<file path="src/rtl/fsu_pkg.sv">
// package: constants and carriers for the flash sector unprotect host sequencer
package fsu_pkg;
  // ---------------------------------------------------------------
  // command addresses and data
  // ---------------------------------------------------------------
  localparam logic [14:0] CMD_ADDR_A = 15'h5555;
  localparam logic [14:0] CMD_ADDR_B = 15'h2AAA;
  localparam logic [7:0] CMD_UNLOCK1 = 8'hAA;
  localparam logic [7:0] CMD_UNLOCK2 = 8'h55;
  localparam logic [7:0] CMD_UNPROT_SETUP = 8'h60;
  localparam logic [7:0] CMD_SECTOR_LOAD = 8'h40;
  localparam logic [7:0] CMD_SECTOR_LAST = 8'hB0;
  localparam int SECTOR_LSB = 16;
  localparam int SECTOR_BITS = 4;
  localparam int NUM_SECTORS = 16;
  localparam int ADDR_BITS = 20;
  localparam int DONE_BIT = 7;
  // ---------------------------------------------------------------
  // timing
  // ---------------------------------------------------------------
  localparam int CLK_PERIOD_NS = 100;
  localparam int WP_NS = 60;
  localparam int WPH_NS = 50;
  localparam int LOAD_MIN_NS = 300;
  localparam int LOAD_MAX_NS = 30000;
  localparam int SRA_NS = 90;
  localparam int WP_CYC = (WP_NS + CLK_PERIOD_NS - 1) / CLK_PERIOD_NS;
  localparam int WPH_CYC = (WPH_NS + CLK_PERIOD_NS - 1) / CLK_PERIOD_NS;
  localparam int LOAD_MIN_CYC = (LOAD_MIN_NS + CLK_PERIOD_NS - 1) / CLK_PERIOD_NS;
  localparam int LOAD_MAX_CYC = LOAD_MAX_NS / CLK_PERIOD_NS;
  localparam int SRA_CYC = (SRA_NS + CLK_PERIOD_NS - 1) / CLK_PERIOD_NS;
  localparam int CNT_BITS = 9;
  // ---------------------------------------------------------------
  // carriers
  // ---------------------------------------------------------------
  typedef struct packed {
    logic [19:0] addr;
    logic [7:0] dout;
    logic dout_oe;
    logic ce_n;
    logic we_n;
    logic oe_n;
  } fsu_bus_type;
  typedef enum logic [2:0] {
    FSU_IDLE, FSU_WR_LOW, FSU_WR_HIGH, FSU_RD_WAIT, FSU_RD_SAMPLE, FSU_DONE
  } fsu_state_type;
endpackage
</file>
<file path="src/rtl/fsu_host.sv">
// host sequencer that drives the flash sector unprotect command flow
//
// Operation
// - unlock AA@5555, 55@2AAA, then 60@5555 forms the setup command
// - second unlock, then 40 written at the first sector address (B0 if it is the only one)
// - every further selected sector except the last is written with 40
// - the last selected sector is written with B0, starting the operation
// - poll the status register until bit 7 reads one
// - only sectors that failed verify are loaded on a retry
// - protect allows one sector per sequence
// - width select is sampled on third write; host holds it static
// - successive load cycles spaced 0.3 us to 30 us
`timescale 1ns/10ps
module fsu_host (
  // clock and reset
  input wire logic core_clk,
  input wire logic nrst,
  // user request
  input wire logic start,
  input wire logic [fsu_pkg::NUM_SECTORS-1:0] sector_mask,
  input wire logic word_mode,
  output logic busy,
  output logic done,
  // flash pins
  output logic [fsu_pkg::ADDR_BITS-1:0] flash_addr,
  output logic [7:0] flash_dout,
  output logic flash_dout_oe,
  input wire logic [7:0] flash_din,
  output logic flash_ce_n,
  output logic flash_we_n,
  output logic flash_oe_n,
  output logic flash_byte_n
);
  // ---------------------------------------------------------------
  // state
  // ---------------------------------------------------------------
  fsu_pkg::fsu_state_type state_r, state_nxt;
  logic [3:0] step_r, step_nxt;
  logic [fsu_pkg::NUM_SECTORS-1:0] pend_r, pend_nxt;
  logic [fsu_pkg::CNT_BITS-1:0] cnt_r, cnt_nxt;
  fsu_pkg::fsu_bus_type bus_r, bus_nxt;
  logic byte_n_r, byte_n_nxt;
  logic done_r, done_nxt;
  logic [7:0] din_s1_r, din_s2_r, din_s3_r;

  // lowest pending sector index
  function automatic logic [3:0] first_set(input logic [fsu_pkg::NUM_SECTORS-1:0] m);
    logic [3:0] idx;
    idx = 4'h0;
    for (int i = fsu_pkg::NUM_SECTORS - 1; i >= 0; i--) begin
      if (m[i]) begin
        idx = 4'(i);
      end
    end
    return idx;
  endfunction

  // ---------------------------------------------------------------
  // input synchroniser: async flash data, three stages
  // ---------------------------------------------------------------
  always_ff @(posedge core_clk) begin
    din_s1_r <= flash_din;
    din_s2_r <= din_s1_r;
    din_s3_r <= din_s2_r;
  end

  logic [3:0] sec_idx;
  logic last_sec;
  assign sec_idx = first_set(pend_r);
  assign last_sec = (pend_r & (pend_r - 16'h0001)) == 16'h0000;

  // ---------------------------------------------------------------
  // sequencer
  // ---------------------------------------------------------------
  always_comb begin
    state_nxt = state_r;
    step_nxt = step_r;
    pend_nxt = pend_r;
    cnt_nxt = cnt_r;
    bus_nxt = bus_r;
    byte_n_nxt = byte_n_r;
    done_nxt = 1'b0;
    unique case (state_r)
      fsu_pkg::FSU_IDLE: begin
        bus_nxt.ce_n = 1'b1;
        bus_nxt.we_n = 1'b1;
        bus_nxt.oe_n = 1'b1;
        bus_nxt.dout_oe = 1'b0;
        // caller mask lists only sectors still failing verify
        if (start && sector_mask != 16'h0000) begin
          pend_nxt = sector_mask;
          // width select latched once, held static
          byte_n_nxt = word_mode;
          step_nxt = 4'h0;
          state_nxt = fsu_pkg::FSU_WR_LOW;
          cnt_nxt = '0;
        end
      end
      fsu_pkg::FSU_WR_LOW: begin
        bus_nxt.ce_n = 1'b0;
        bus_nxt.we_n = 1'b0;
        bus_nxt.oe_n = 1'b1;
        bus_nxt.dout_oe = 1'b1;
        bus_nxt.addr = '0;
        unique case (step_r)
          4'h0: begin
            bus_nxt.addr[14:0] = fsu_pkg::CMD_ADDR_A;
            bus_nxt.dout = fsu_pkg::CMD_UNLOCK1;
          end
          4'h1: begin
            bus_nxt.addr[14:0] = fsu_pkg::CMD_ADDR_B;
            bus_nxt.dout = fsu_pkg::CMD_UNLOCK2;
          end
          // unprotect setup only, protect flow never issued
          4'h2: begin
            bus_nxt.addr[14:0] = fsu_pkg::CMD_ADDR_A;
            bus_nxt.dout = fsu_pkg::CMD_UNPROT_SETUP;
          end
          // second unlock, low address bits only
          4'h3: begin
            bus_nxt.addr[14:0] = fsu_pkg::CMD_ADDR_A;
            bus_nxt.dout = fsu_pkg::CMD_UNLOCK1;
          end
          4'h4: begin
            bus_nxt.addr[14:0] = fsu_pkg::CMD_ADDR_B;
            bus_nxt.dout = fsu_pkg::CMD_UNLOCK2;
          end
          default: begin
            // sector on top address bits; load or last
            bus_nxt.addr[fsu_pkg::SECTOR_LSB +: fsu_pkg::SECTOR_BITS] = sec_idx;
            bus_nxt.dout = last_sec ? fsu_pkg::CMD_SECTOR_LAST : fsu_pkg::CMD_SECTOR_LOAD;
          end
        endcase
        cnt_nxt = cnt_r + 9'h001;
        if (cnt_r >= 9'(fsu_pkg::WP_CYC)) begin
          bus_nxt.we_n = 1'b1;
          cnt_nxt = '0;
          state_nxt = fsu_pkg::FSU_WR_HIGH;
        end
      end
      fsu_pkg::FSU_WR_HIGH: begin
        bus_nxt.we_n = 1'b1;
        bus_nxt.ce_n = 1'b1;
        cnt_nxt = cnt_r + 9'h001;
        // sector load spacing kept well inside the window
        if ((step_r < 4'h5 && cnt_r >= 9'(fsu_pkg::WPH_CYC))
            || cnt_r >= 9'(fsu_pkg::LOAD_MIN_CYC)) begin
          cnt_nxt = '0;
          bus_nxt.dout_oe = 1'b0;
          if (step_r < 4'h5) begin
            step_nxt = step_r + 4'h1;
            state_nxt = fsu_pkg::FSU_WR_LOW;
          end else if (last_sec) begin
            pend_nxt = '0;
            state_nxt = fsu_pkg::FSU_RD_WAIT;
          end else begin
            pend_nxt[sec_idx] = 1'b0;
            state_nxt = fsu_pkg::FSU_WR_LOW;
          end
        end
      end
      fsu_pkg::FSU_RD_WAIT: begin
        // status read: outputs enabled, wait access plus sync latency
        bus_nxt.ce_n = 1'b0;
        bus_nxt.oe_n = 1'b0;
        bus_nxt.dout_oe = 1'b0;
        cnt_nxt = cnt_r + 9'h001;
        if (cnt_r >= 9'(fsu_pkg::SRA_CYC + 3)) begin
          cnt_nxt = '0;
          state_nxt = fsu_pkg::FSU_RD_SAMPLE;
        end
      end
      fsu_pkg::FSU_RD_SAMPLE: begin
        bus_nxt.ce_n = 1'b1;
        bus_nxt.oe_n = 1'b1;
        // stay polling, no other command while bit is zero
        if (din_s2_r == din_s3_r && din_s3_r[fsu_pkg::DONE_BIT]) begin
          state_nxt = fsu_pkg::FSU_DONE;
        end else begin
          state_nxt = fsu_pkg::FSU_RD_WAIT;
        end
      end
      fsu_pkg::FSU_DONE: begin
        done_nxt = 1'b1;
        state_nxt = fsu_pkg::FSU_IDLE;
      end
      default: state_nxt = fsu_pkg::FSU_IDLE;
    endcase
  end

  always_ff @(posedge core_clk) begin
    if (!nrst) begin
      state_r <= fsu_pkg::FSU_IDLE;
      step_r <= 4'h0;
      pend_r <= '0;
      cnt_r <= '0;
      bus_r <= '{addr: '0, dout: 8'h00, dout_oe: 1'b0, ce_n: 1'b1, we_n: 1'b1, oe_n: 1'b1};
      byte_n_r <= 1'b1;
      done_r <= 1'b0;
    end else begin
      state_r <= state_nxt;
      step_r <= step_nxt;
      pend_r <= pend_nxt;
      cnt_r <= cnt_nxt;
      bus_r <= bus_nxt;
      byte_n_r <= byte_n_nxt;
      done_r <= done_nxt;
    end
  end

  assign flash_addr = bus_r.addr;
  assign flash_dout = bus_r.dout;
  assign flash_dout_oe = bus_r.dout_oe;
  assign flash_ce_n = bus_r.ce_n;
  assign flash_we_n = bus_r.we_n;
  assign flash_oe_n = bus_r.oe_n;
  assign flash_byte_n = byte_n_r;
  assign busy = state_r != fsu_pkg::FSU_IDLE;
  assign done = done_r;

  // ---------------------------------------------------------------
  // checks
  // ---------------------------------------------------------------
  a_no_write_polling: assert property (@(posedge core_clk) disable iff (!nrst)
    !flash_oe_n |-> flash_we_n && !flash_dout_oe) else $error("write during status poll");
  a_width_static: assert property (@(posedge core_clk) disable iff (!nrst)
    busy && $past(busy) |-> $stable(flash_byte_n)) else $error("width select moved");
  a_cmd_high_zero: assert property (@(posedge core_clk) disable iff (!nrst)
    !flash_we_n && step_r < 4'h5 |-> flash_addr[19:15] == 5'h00)
    else $error("command address high bits set");
  a_setup_data: assert property (@(posedge core_clk) disable iff (!nrst)
    !flash_we_n && step_r == 4'h2 |-> flash_dout == fsu_pkg::CMD_UNPROT_SETUP
    && flash_addr[14:0] == fsu_pkg::CMD_ADDR_A)
    else $error("bad setup command");
  a_sector_data: assert property (@(posedge core_clk) disable iff (!nrst)
    !flash_we_n && step_r == 4'h5 |-> flash_dout == fsu_pkg::CMD_SECTOR_LOAD
    || flash_dout == fsu_pkg::CMD_SECTOR_LAST)
    else $error("bad sector load data");
  a_data_driven: assert property (@(posedge core_clk) disable iff (!nrst)
    !flash_we_n |-> flash_dout_oe && !flash_ce_n && flash_oe_n)
    else $error("write strobe without driven data");
  a_last_goes_poll: assert property (@(posedge core_clk) disable iff (!nrst)
    $rose(flash_we_n) && flash_dout == fsu_pkg::CMD_SECTOR_LAST |-> ##[1:8] !flash_oe_n)
    else $error("no status poll after last load");
  a_load_spacing: assert property (@(posedge core_clk) disable iff (!nrst)
    $rose(flash_we_n) && step_r == 4'h5 |-> flash_we_n [*3]) else $error("load too close");
  a_done_after_bit: assert property (@(posedge core_clk) disable iff (!nrst)
    done |-> $past(din_s3_r[fsu_pkg::DONE_BIT], 2)) else $error("done without status bit");
endmodule

</file>
<file path="config.mk">
export PLATFORM = sky130hd
export DESIGN_NAME = fsu_host
export DESIGN_NICKNAME = d
export VERILOG_FILES = /design/src/rtl/fsu_pkg.sv /design/src/rtl/fsu_host.sv
export SDC_FILE = /design/constraint.sdc
export NUM_CORES = 1
export LEC_CHECK = 0
export BUFFER_PORTS_ARGS = -buffer_cell sky130_fd_sc_hd__buf_2
export CAP_MARGIN = 20
export CORE_MARGIN = 2
export CORE_UTILIZATION = 56
export CTS_CLUSTER_DIAMETER = 100
export DETAILED_ROUTE_END_ITERATION = 10
export PLACE_DENSITY = 0.89
export RECOVER_POWER = 50
export SYNTH_ARGS = -nofsm -noshare
export SYNTH_HDL_FRONTEND = slang
export SYNTH_SLANG_ARGS = --single-unit
</file>
<file path="constraint.sdc">
create_clock -name core_clk -period 3 [get_ports core_clk]
set_clock_uncertainty 0.1 [all_clocks]
set_input_delay 0.45 -clock core_clk [delete_from_list [all_inputs] [get_ports core_clk]]
set_output_delay 0.45 -clock core_clk [all_outputs]
set_load 0.05 [all_outputs]
</file>
Yosys cells after proc, flatten, opt, wreduce, memory -nomap -nowiden. Index checks and enable logic that the tools add are counted. W data, S select, Z words.

Flip-flop bits (word level): 89.

Bitwise operators: 3. Reductions and logical operators: 31. Mux-type cells: 51. Magnitude comparators: 6. Eq/ne operators: 16. Add/subtract/negate cells: 3.

Operators with widths (number): $mux W4 (20); $mux W16 (4); $mux W9 (4); $pmux W9 S4 (1); $and A16 B16 Y16 (2); $pmux W16 S2 (1); $pmux W15 S2 (1); $pmux W8 S3 (1); $logic_not A16 Y1 (1); $not A16 Y16 (1); $reduce_bool A16 Y1 (1); $sub A16 B1 Y16 const B (1); $mux W3 (5); $pmux W3 S5 (1); $ne A2 B2 Y1 const B (6); $reduce_and A4 Y1 (3); $reduce_or A2 Y1 (5); $add A9 B1 Y9 const B (1); $ge A9 B1 Y1 const B (1); $ge A9 B2 Y1 const B (1); $ge A9 B3 Y1 const B (1); $reduce_or A3 Y1 (3); $eq A4 B2 Y1 const B (2); $eq A8 B8 Y1 (1); other kinds (25) (42).

Depth between registers and ports, before layout. Gate-level depths: netlist of run 1.

Depth in word-level cells: 26. Depth in mapped cells: 9. Gate-level depth less buffers: 8.

Worst setup path before layout of run 1. Ideal clock, no wire load.

Path kind: flip-flop to flip-flop. Start: reg step_r[0]. End: reg pend_r[11] (netlist name). Arrival: 1.909 ns. Cell stages (with the launch flop): 9. Slack: 0.853 ns. Required time: 2.763 ns. Cells stage by stage: dfxtp_1 inv_1 ha_1 nor2b_4 o311ai_4 o22ai_4 a211o_4 a2111oi_2 a2111oi_2.

Word-level cells in the longest chain between the ends: 5. Elaborated cells between the ends (all ways): 6. Classes of those cells: order compare: 1; eq/ne: 2; reduce/logical: 3.

Ends and longest elaborated chain: start, declared (line fsu_host.sv:38) `logic [3:0] step_r, step_nxt;`; start signal, assigned (line fsu_host.sv:202) `step_r <= step_nxt;`; $lt A4 B3 Y1 * (line fsu_host.sv:146, fsu_host.sv:150); $logic_and A1 B1 Y1 (line fsu_host.sv:146) `if ((step_r < 4'h5 && cnt_r >= 9'(fsu_pkg::WPH_CYC))`; $logic_or A1 B1 Y1 (line fsu_host.sv:147) `|| cnt_r >= 9'(fsu_pkg::LOAD_MIN_CYC)) begin`; $ne A2 B2 Y1 (no source line); $reduce_and A4 Y1 (no source line) *; end signal, assigned (line fsu_host.sv:203) `pend_r <= pend_nxt;`; end, declared (line fsu_host.sv:39) `logic [fsu_pkg::NUM_SECTORS-1:0] pend_r, pend_nxt;`.

Mark *: on every way between the ends. The rest lies on a longest branch, timed or not. A chain may end at the register's enable or synchronous reset.

Final worst setup path of run 1.
Start: reg state_r[1]. End: reg pend_r[11] (netlist name).

Word-level cells in the longest chain between the ends: 3. Elaborated cells between the ends (all ways): 8. Classes of those cells: eq/ne: 4; mux: 1; reduce/logical: 3.

Ends and longest elaborated chain: start, declared (line fsu_host.sv:37) `fsu_pkg::fsu_state_type state_r, state_nxt;`; start signal, assigned (line fsu_host.sv:193) `state_r <= fsu_pkg::FSU_IDLE;`; start signal, assigned (line fsu_host.sv:201) `state_r <= state_nxt;`; $eq A3 B2 Y1 or $logic_not A3 Y1 (tied branches) (line fsu_host.sv:83) `unique case (state_r)`; $ne A2 B2 Y1 (no source line) or $reduce_bool A2 Y1 (tied branches); $reduce_and A4 Y1 (no source line).

Several ways; a longest one is shown, not always the timed one.

==> reports/qor.yml, run 1 <==
logic_synthesis:
  synth_top_flop_cell: "dfxtp_1"
  synth_edf_count: 0
  yosysTopAreaCell: "dfxtp_1"
  synth.area.top_cells: "dfxtp_1, nor2_1, buf_4, a21oi_1, nand2_1"
  yosys.area.top_type_share: 0.418
  syn_inst: 402
  synth_area_per_cell_um2: 8.82
  syn_area_um2: 3550
  yosysUniqueCellTypes: 64
  ys_seq_area_frac: 0.418
  yosysWarnings: 0
  async_reset_ff_frac: 0
  syn_nets: 438
  ys_ff_latch: 74
global_routing:
  grt_pass1_vias: 2861
  grt_max_degree: 32
  antenna_found_initial: 0
  grt_pass1_wl_um: 13700
  track_usage: 0.242
  overflow: 0
flow_run:
  drv_cap: 0
setup_path:
  reg2reg_to: "pend_r[11]$_SDFFE_PN0P_"
  worstSetupEndpointType: "flop"
  critPathMaxStageDelay_ns: 0.63
  crit_type: "flop to flop"
  critical_path_arrival_ns: 2.60
  cp_slowest_cell: "dfxtp_1"
  cp-endpoint: "pend_r[11]$_SDFFE_PN0P_"
  reg2regPathDepth: 6
  path_cells: "nor3b_2 > o311ai_4 > o22ai_4 > a211o_4 > a21oi_1 > a2111oi_2"
  start_kind: "flop"
  cp_max_fo: 13
  r2r_start: "state_r[1]$_SDFFE_PN0P_"
  rrSetupSlack_ns: 0.56
  cp.required_ns: 3.16
  crit_start: "state_r[1]$_SDFFE_PN0P_"
clocking:
  post_cts.repair.setup_buffers: 0
  cts_made_buffers: 9
  cts-root-buf: "clkbuf_8"
  holdBufCountCts: 0
  clkLatencyLatePin_ns: 0.36
  clock_sinks: 74
  clock_path_buffers: 2
  tritoncts: "done"
  clk_pin_slew_ns: 0.08
  post_cts_resized: 0
  cts-htree-levels: 3
floorplan:
  initial_core_util: 0.588
  die-area_um2: 6980
  num_rows: 28
  die_h_um: 83.6
  pin_count: 63
  core_area_um2: 6030
  fp.dieW_um: 83.6
cells_and_area:
  area_growth_pct: 10.9
  antenna_cells: 0
  postLayoutCoreUtil: 0.652
  drive_gt1_frac: 0.162
  mostFrequentLayoutCells: "dfxtp_1, nor2_1, buf_2"
  layout_commonest_cell: "dfxtp_1"
  nFillCells: 530
  fin_nets: 475
  fin_cells: 519
placed_design:
  dp.cells: 503
  port_buffers: 61
  dpl.hpwl_um: 5920
  place_congestion: 0.975
routing:
  antenna_left: 0
  dr_total_vias: 3215
  wl_um: 8380
  drc: 0
  drt_first_pass_iters: 6
  first_iter_violations: 318
  viasPerCell: 6.19
  wl_per_cell_um: 16.1
sta:
  drv_slew: 0
  setup_viol: 0
  min_period_ns: 2.44
  setup_total_negative_slack_ns: 0
  finalCritPeriodShare: 0.813
  hold_violations: 0
  fmax_mhz: 410
  relSlewSlack: 0.516
  rsz0062_at_grt: "false"
  worst_pin_slew_ns: 0.723
power:
  ir_drop_mv: 0.746
  powerDensity_nw_per_um2: 1100
  p_leak_nw: 1.48
status:
  status: "completed"
hold_path:
  hp-class: "input pin to flop"
==> cell usage after synthesis, drive strengths merged, types with 2 or more instances <==
cell type  count
dfxtp         74
nor2          44
nand2         28
a21oi         24
buf           22
clkbuf        18
o21ai         18
inv           15
nand3         15
nor3          10
a32oi          9
nor4           9
xnor2          9
ha             8
o31ai          8
a22oi          7
o211ai         7
a31oi          5
and3           5
nand2b         5
a2bb2oi        4
nor2b          4
nor3b          4
o22ai          4
or2            4
a2111oi        3
a211o          3
a211oi         3
a221oi         3
mux2i          3
nand3b         3
o311ai         3
or3            3
a21o           2
a41oi          2
nand4          2
xor2           2
==> how the worst min path moves through the flow <==
stage                              startpoint                   to  slack [ns]  cells after the start
after global placement    din_s1_r[1]$_DFF_P_  din_s2_r[1]$_DFF_P_        0.21                      0
after floorplan           din_s1_r[0]$_DFF_P_  din_s2_r[0]$_DFF_P_        0.21                      0
after CTS                        flash_din[6]  din_s1_r[6]$_DFF_P_        0.08                      1
after detailed placement  din_s1_r[1]$_DFF_P_  din_s2_r[1]$_DFF_P_        0.21                      0
final                            flash_din[0]  din_s1_r[0]$_DFF_P_        0.08                      1
after global routing             flash_din[3]  din_s1_r[3]$_DFF_P_        0.06                      1
==> report_power, final <==
group | leakage, nW | total (mW) | internal, mW | switching (mW)
logic | 0.770 | 2.11 | 0.675 | 1.43
registers | 0.610 | 1.42 | 1.14 | 0.276
clock network | 0.102 | 0.802 | 0.398 | 0.404
==> layer usage <==
layer	vias up	GRT usage	wire length, um
li1	1514	-	-
met1	1487	0.328	3710
met2	183	0.367	3620
met3	31	0.0633	792
met4	0	0.0997	258
met5	-	0	0
==> layout make-up <==
class                   instances  area (um2)  share of cell area
clock buffers                   9         124              0.0315
well taps                      75        93.8              0.0239
clock inverters                 7        81.3              0.0207
multi-input cells             273        1790               0.454
repair buffers                 66         309              0.0786
inverters                      15        56.3              0.0143
flip-flops and latches         74        1480               0.377
==> state kept, by name, indices dropped and copies added, names as in the netlist <==
signal	flops
cnt_r	9
din_s1_r	8
din_s2_r	8
din_s3_r	8
done	1
flash_addr	6
flash_byte_n	1
flash_ce_n	1
flash_dout	6
flash_dout_oe	1
flash_oe_n	1
flash_we_n	1
pend_r	16
state_r	3
step_r	4
==> kinds of logic after synthesis <==
kind of cell    count (synthesis)  share of synthesized area
simple gates                  138                      0.202
compound gates                112                      0.237
flops                          74                      0.418
buf+inv                        55                     0.0787
xor+xnor                       11                     0.0272
fa+ha+maj                       8                     0.0282
mux                             3                    0.00847
other cells                     1                    0.00106
==> through the flow <==
| step | total power, mW | cell area, um2 | setup WS, ns | hold slack, ns |
|---|---|---|---|---|
| after floorplan | 3.11 | 3550 | 0.853 | 0.210 |
| after global placement | 3.47 | 3760 | 0.529 | 0.211 |
| after detailed placement | 3.51 | 3760 | 0.427 | 0.213 |
| after CTS | 4.32 | 3970 | 0.575 | 0.0775 |
| after global routing | 4.57 | 3930 | 0.418 | 0.0616 |
| final | 4.32 | 3930 | 0.562 | 0.0833 |
==> critical path, delay by kind of cell, from the launching register on <==
| kind | cells | cell delay, ns |
|---|---|---|
| flip-flops | 1 | 0.63 |
| AND/OR/NAND/NOR | 1 | 0.50 |
| AO/OA/AOI/OAI | 5 | 1.11 |
Power figures use the tool's default switching activity.
==> run 2, diff against run 1 <==
==> constraint.sdc (replaced) <==
create_clock -name core_clk -period 2.35 [get_ports core_clk]
set_clock_uncertainty 0.1 [all_clocks]
set_input_delay 0.3525 -clock core_clk [delete_from_list [all_inputs] [get_ports core_clk]]
set_output_delay 0.3525 -clock core_clk [all_outputs]
set_load 0.05 [all_outputs]
==> run 2 against run 1 <==
Compared with the run above: largest power group unchanged; utilization up 4.0 points; critical path type unchanged; sequential cell count is the same; sequential power increased by 25%; highest routed layer unchanged; global-route usage increased by 1.6 points; setup slack got worse by 0.44 ns.
==> reports/qor.yml, run 2 (synthesis results as in run 1) <==
status:
  status: "completed"
power:
  powerDensity_nw_per_um2: 1400  # +28%
  ir_drop_mv: 1.07  # +43%
  p_comb_frac: 0.522  # +0.035
  p_clk_frac: 0.174  # -0.011
  internal_power_mw: 3.05  # +38%
  switching_share: 0.480  # -0.00821
  pwr-share-seq: 0.304  # -0.024
  p_leak_nw: 1.61  # +8.6%
  switching_power_mw: 2.81  # +33%
sta:
  relSlewSlack: 0.497  # -0.0198
  setup_viol: 0  # unchanged
  drv_slew: 0  # unchanged
  final.setup.worst_slack_ns: 0.126  # -0.436 ns
  fmax_mhz: 450  # +9.6%
  finalCritPeriodShare: 0.946  # +0.134
  worst_pin_slew_ns: 0.752  # +0.0296 ns
  setup_total_negative_slack_ns: 0  # unchanged
  min_period_ns: 2.22  # -0.214 ns
  hold_violations: 0  # unchanged
setup_path:
  start_kind: "flop"
  cpLargestDelayFamily: "compound AO/OA/AOI/OAI gates"
  worstSetupEndpointType: "flop"
  critPathMaxStageDelay_ns: 0.37  # -0.26 ns
  cp.required_ns: 2.49  # -0.67 ns
  path_cells: "inv_1 > ha_1 > nor2b_4 > o311ai_4 > o22ai_4 > a211o_4 > buf_4 > a32oi_1 > o21ai_1"
  critical_path_arrival_ns: 2.37  # -0.23 ns
  cp_slowest_cell: "dfxtp_1"
  cp_max_fo: 7  # -6
  crit_type: "flop to flop"
  worst-path-buf-inv: 2  # +2
cells_and_area:
  reg.largest.list: "pend_r: 16 flops, cnt_r: 9 flops"
  antenna_cells: 0  # unchanged
  fin_nets: 499  # +5.1%
  area_growth_pct: 17.7
  drive_gt1_frac: 0.194  # +0.0323
  nFillCells: 478  # -9.8%
  layout_commonest_cell: "dfxtp_1"
  mostFrequentLayoutCells: "dfxtp_1, nor2_1, buf_2"
  largest_register_ffs: 16  # unchanged
  regMostFlops: "pend_r"
global_routing:
  track_usage: 0.259  # +0.0164
  grt_max_degree: 32  # unchanged
  grt_pass1_vias: 3107  # +8.6%
  grt_pass1_wl_um: 14600  # +6.3%
  antenna_found_initial: 0  # unchanged
  overflow: 0  # unchanged
floorplan:
  die-area_um2: 6980  # unchanged
  num_rows: 28  # unchanged
  core_area_um2: 6030  # unchanged
  pin_count: 63  # unchanged
  fp.dieW_um: 83.6  # unchanged
  initial_core_util: 0.588  # unchanged
  die_h_um: 83.6  # unchanged
routing:
  wl_met3_um: 875  # +10%
  dr_total_vias: 3312  # +3.0%
  wl_um: 8980  # +7.1%
  viasPerCell: 6.10  # -1.5%
  met2_length_um: 4090  # +13%
  antenna_left: 0  # unchanged
  first_iter_violations: 303  # -4.7%
  drc: 0  # unchanged
  wl_met1_um: 3730  # +0.73%
  wl_per_cell_um: 16.5  # +2.4%
  drt_first_pass_iters: 5  # -1
  highest_layer: "met4"
clocking:
  clock_path_buffers: 2  # unchanged
  clk_pin_slew_ns: 0.08  # about the same
  clkLatencyLatePin_ns: 0.35  # about the same
  clock_sinks: 74  # unchanged
  tritoncts: "done"
  cts_made_buffers: 9  # unchanged
  cts-htree-levels: 3  # unchanged
  cts-root-buf: "clkbuf_8"
placed_design:
  dpl.hpwl_um: 6340  # +7.2%
  place_congestion: 0.985  # +0.98%
  port_buffers: 61  # unchanged
  place_worst_setup_slack_ns: 0.0667  # -0.361 ns
flow_run:
  drv_cap: 0  # unchanged
hold_path:
  hp-class: "input pin to flop"
-- run 2: power by group through the flow --
stage,combinational (mW),clock [mW],sequential (mW)
after floorplan,2.13,0,1.84
after global placement,2.84,0,1.77
after detailed placement,2.90,0,1.78
after CTS,2.93,1.04,1.76
after global routing,3.26,1.10,1.81
final,3.06,1.02,1.78
-- run 2: final cells by class --
class | instances | area (um2) | area share
flip-flops and latches | 74 | 1480 | 0.355
multi-input cells | 273 | 1820 | 0.435
well taps | 75 | 93.8 | 0.0225
clock inverters | 7 | 81.3 | 0.0195
inverters | 15 | 56.3 | 0.0135
clock buffers | 9 | 124 | 0.0297
repair buffers | 90 | 520 | 0.125
-- run 2: path summary, 6_finish.rpt --
path	start	to	slack (ns)	cells past startpoint
max	step_r[0]$_SDFFE_PN0P_	pend_r[14]$_SDFFE_PN0P_	0.13	9
min	word_mode	flash_byte_n$_SDFFE_PN1P_	0.12	3
max reg2reg	step_r[0]$_SDFFE_PN0P_	pend_r[14]$_SDFFE_PN0P_	0.13	9
min reg2reg	din_s1_r[1]$_DFF_P_	din_s2_r[1]$_DFF_P_	0.23	0
-- run 2: tightest hold or removal path: stages --
cell and delay [ns]:
buf_2 0.07, mux2i_1 0.06, nand2_1 0.06
-- run 2: routing by layer --
| layer | GRT usage | vias up |
|---|---|---|
| met5 | 0 | - |
| met4 | 0.119 | 0 |
| met3 | 0.0732 | 34 |
| met2 | 0.397 | 209 |
| met1 | 0.337 | 1507 |
| li1 | - | 1562 |
-- run 2: what timing repair did --
| item | in CTS | in global routing |
|---|---|---|
| setup endpoints to repair | 0 | 13 |
| gates resized for setup | 0 | 4 |
| hold buffers | 8 | 0 |
| hold endpoints to repair | 8 | 0 |
| setup buffers | 0 | 1 |
-- run 2: metrics by stage --
step                      utilization  hold WS, ns  std cells  instance area, um2  power (mW)
after CTS                       0.692        0.107        542                4170        5.73
after detailed placement        0.645        0.213        518                3880        4.69
after global routing            0.692        0.114        543                4170        6.17
after floorplan                     -        0.210        402                3550        3.97
after global placement          0.645        0.211        518                3880        4.61
final                           0.692        0.117        543                4170        5.86
==> run 3, diff against run 2 <==
--- a/config.mk
+++ b/config.mk
@@ -8,10 +8,10 @@
 export BUFFER_PORTS_ARGS = -buffer_cell sky130_fd_sc_hd__buf_2
 export CAP_MARGIN = 20
 export CORE_MARGIN = 2
-export CORE_UTILIZATION = 56
+export CORE_UTILIZATION = 50
 export CTS_CLUSTER_DIAMETER = 100
 export DETAILED_ROUTE_END_ITERATION = 10
-export PLACE_DENSITY = 0.89
+export PLACE_DENSITY = 0.82
 export RECOVER_POWER = 50
 export SYNTH_ARGS = -nofsm -noshare
 export SYNTH_HDL_FRONTEND = slang
==> run 3 against run 2 <==
Compared with the run above: fmax rose by 0.64%; sequential cell count did not move; sequential share of layout area fell by 0.57 points; cell count rose by 5.3%; power rose by 1.2%; critical path type unchanged; highest routed layer unchanged.
==> reports/qor.yml, run 3 (synthesis results as in run 1) <==
sta:
  worst_pin_slew_ns: 0.828  # +0.0758 ns
  min_period_ns: 2.21  # -0.0141 ns
  setup_total_negative_slack_ns: 0  # unchanged
  drv_slew: 0  # unchanged
  setup_viol: 0  # unchanged
  rsz0062_at_grt: "false"
  relSlewSlack: 0.446  # -0.0507
  fmax_mhz: 453  # +0.64%
  hold_violations: 0  # unchanged
  finalCritPeriodShare: 0.940  # -0.00600
clocking:
  clock_sinks: 74  # unchanged
  tritoncts: "done"
  clk_pin_slew_ns: 0.09  # about the same
  cts-htree-levels: 3  # unchanged
  cts_made_buffers: 9  # unchanged
  clkLatencyLatePin_ns: 0.36  # about the same
  clock_path_buffers: 2  # unchanged
  cts-root-buf: "clkbuf_8"
routing:
  antenna_left: 0  # unchanged
  wl_um: 9030  # +0.55%
  first_iter_violations: 263  # -13%
  drc: 0  # unchanged
  drt_first_pass_iters: 4  # -1
  viasPerCell: 5.83  # -4.5%
  dr_total_vias: 3332  # +0.60%
  wl_per_cell_um: 15.8  # -4.6%
setup_path:
  crit_type: "flop to flop"
  rrSetupSlack_ns: 0.14  # about the same
  critical_path_arrival_ns: 2.36  # about the same
  reg2reg_to: "pend_r[7]$_SDFFE_PN0P_"
  start_kind: "flop"
  reg2regPathDepth: 9  # unchanged
  worstSetupEndpointType: "flop"
  r2r_start: "step_r[0]$_SDFFE_PN0P_"
  cp_max_fo: 8  # +1
  cp.required_ns: 2.50  # about the same
power:
  p_leak_nw: 1.64  # +1.8%
  powerDensity_nw_per_um2: 1400  # -0.47%
  ir_drop_mv: 0.848  # -20%
  fin_total_pwr_mw: 5.93  # +1.2%
floorplan:
  die_h_um: 88.2  # +5.5%
  fp.dieW_um: 88.2  # +5.5%
  die-area_um2: 7780  # +11%
  initial_core_util: 0.519  # -0.0694
  core_area_um2: 6830  # +13%
  pin_count: 63  # unchanged
  num_rows: 30  # +7.1%
cells_and_area:
  postLayoutCoreUtil: 0.621  # -0.0712
  layout_commonest_cell: "dfxtp_1"
  nFillCells: 583  # +22%
  largest_register_ffs: 16  # unchanged
  antenna_cells: 0  # unchanged
  reg.largest.list: "pend_r: 16 flops, cnt_r: 9 flops"
  drive_gt1_frac: 0.206  # +0.0114
  fin_cells: 572  # +5.3%
  area_growth_pct: 19.7
  regMostFlops: "pend_r"
  mostFrequentLayoutCells: "dfxtp_1, nor2_1, buf_2"
  final_area_um2: 4240  # +1.7%
  fin_nets: 507  # +1.6%
status:
  status: "completed"
global_routing:
  grt_pass1_wl_um: 14200  # -2.6%
  grt_pass1_vias: 3101  # -0.19%
  track_usage: 0.237  # -0.0218
  antenna_found_initial: 0  # unchanged
  overflow: 0  # unchanged
  grt_max_degree: 32  # unchanged
hold_path:
  holdPathStages: 3  # unchanged
  hold_path_end: "flash_byte_n$_SDFFE_PN1P_"
  hold_start: "word_mode"
  hp-class: "input pin to flop"
placed_design:
  place_congestion: 1.01  # +2.6%
  dpl.hpwl_um: 6440  # +1.6%
  dp.cells: 547  # +5.6%
  port_buffers: 61  # unchanged
  place_area_um2: 3960  # +1.9%
flow_run:
  drv_cap: 0  # unchanged
-- run 3: report_power, final --
| part | switching (mW) | leakage, nW | internal [mW] |
|---|---|---|---|
| Sequential | 0.304 | 0.610 | 1.46 |
| Combinational | 2.01 | 0.926 | 1.12 |
| Clock | 0.528 | 0.103 | 0.510 |
| Total | 2.84 | 1.64 | 3.08 |
-- run 3: timing repair --
| action | CTS | global route |
|---|---|---|
| gates resized for setup | 0 | 4 |
| hold buffers | 8 | 0 |
| hold endpoints to repair | 8 | 0 |
| setup endpoints to repair | 0 | 12 |
| buffers inserted | 0 | 1 |
-- run 3: cell type report --
| cell class | count | area, um2 | share of cell area |
|---|---|---|---|
| clock buffer | 9 | 124 | 0.0292 |
| inverter | 15 | 56.3 | 0.0133 |
| tap | 96 | 120 | 0.0283 |
| multi-input combinational | 273 | 1810 | 0.427 |
| sequential | 74 | 1480 | 0.349 |
| timing repair buffer | 98 | 567 | 0.134 |
| clock inverter | 7 | 83.8 | 0.0198 |
-- run 3: worst max-delay path, stage by stage (launching register included) --
cell	delay, ns
dfxtp_1	0.36
inv_1	0.12
ha_1	0.20
nor2b_4	0.06
o311ai_4	0.31
o22ai_4	0.11
a211o_4	0.38
buf_4	0.18
a32oi_1	0.19
o21ai_1	0.10
-- run 3: worst max path at each step --
stage,start,to,slack (ns),cells after the start
3_5_place_dp,step_r[0]$_SDFFE_PN0P_,pend_r[2]$_SDFFE_PN0P_,0.05,9
2_1_floorplan,step_r[0]$_SDFFE_PN0P_,pend_r[11]$_SDFFE_PN0P_,0.20,8
5_1_grt,step_r[0]$_SDFFE_PN0P_,pend_r[7]$_SDFFE_PN0P_,0.005,9
4_1_cts,step_r[0]$_SDFFE_PN0P_,pend_r[2]$_SDFFE_PN0P_,0.02,9
3_3_place_gp,step_r[0]$_SDFFE_PN0P_,pend_r[2]$_SDFFE_PN0P_,0.07,9
6_report,step_r[0]$_SDFFE_PN0P_,pend_r[7]$_SDFFE_PN0P_,0.14,9
-- run 3: metrics by stage --
step                      worst slack, ns  hold WS (ns)
after floorplan                     0.203         0.210
after global placement             0.0675         0.210
after detailed placement           0.0470         0.214
after CTS                          0.0213        0.0900
after global routing              0.00488         0.117
final                               0.140         0.105
-- run 3: routing by layer --
layer / track usage / part of all wire
met2: 0.387 / 0.49
met4: 0.120 / 0.025
met1: 0.299 / 0.41
met3: 0.0466 / 0.077
met5: 0 / 0
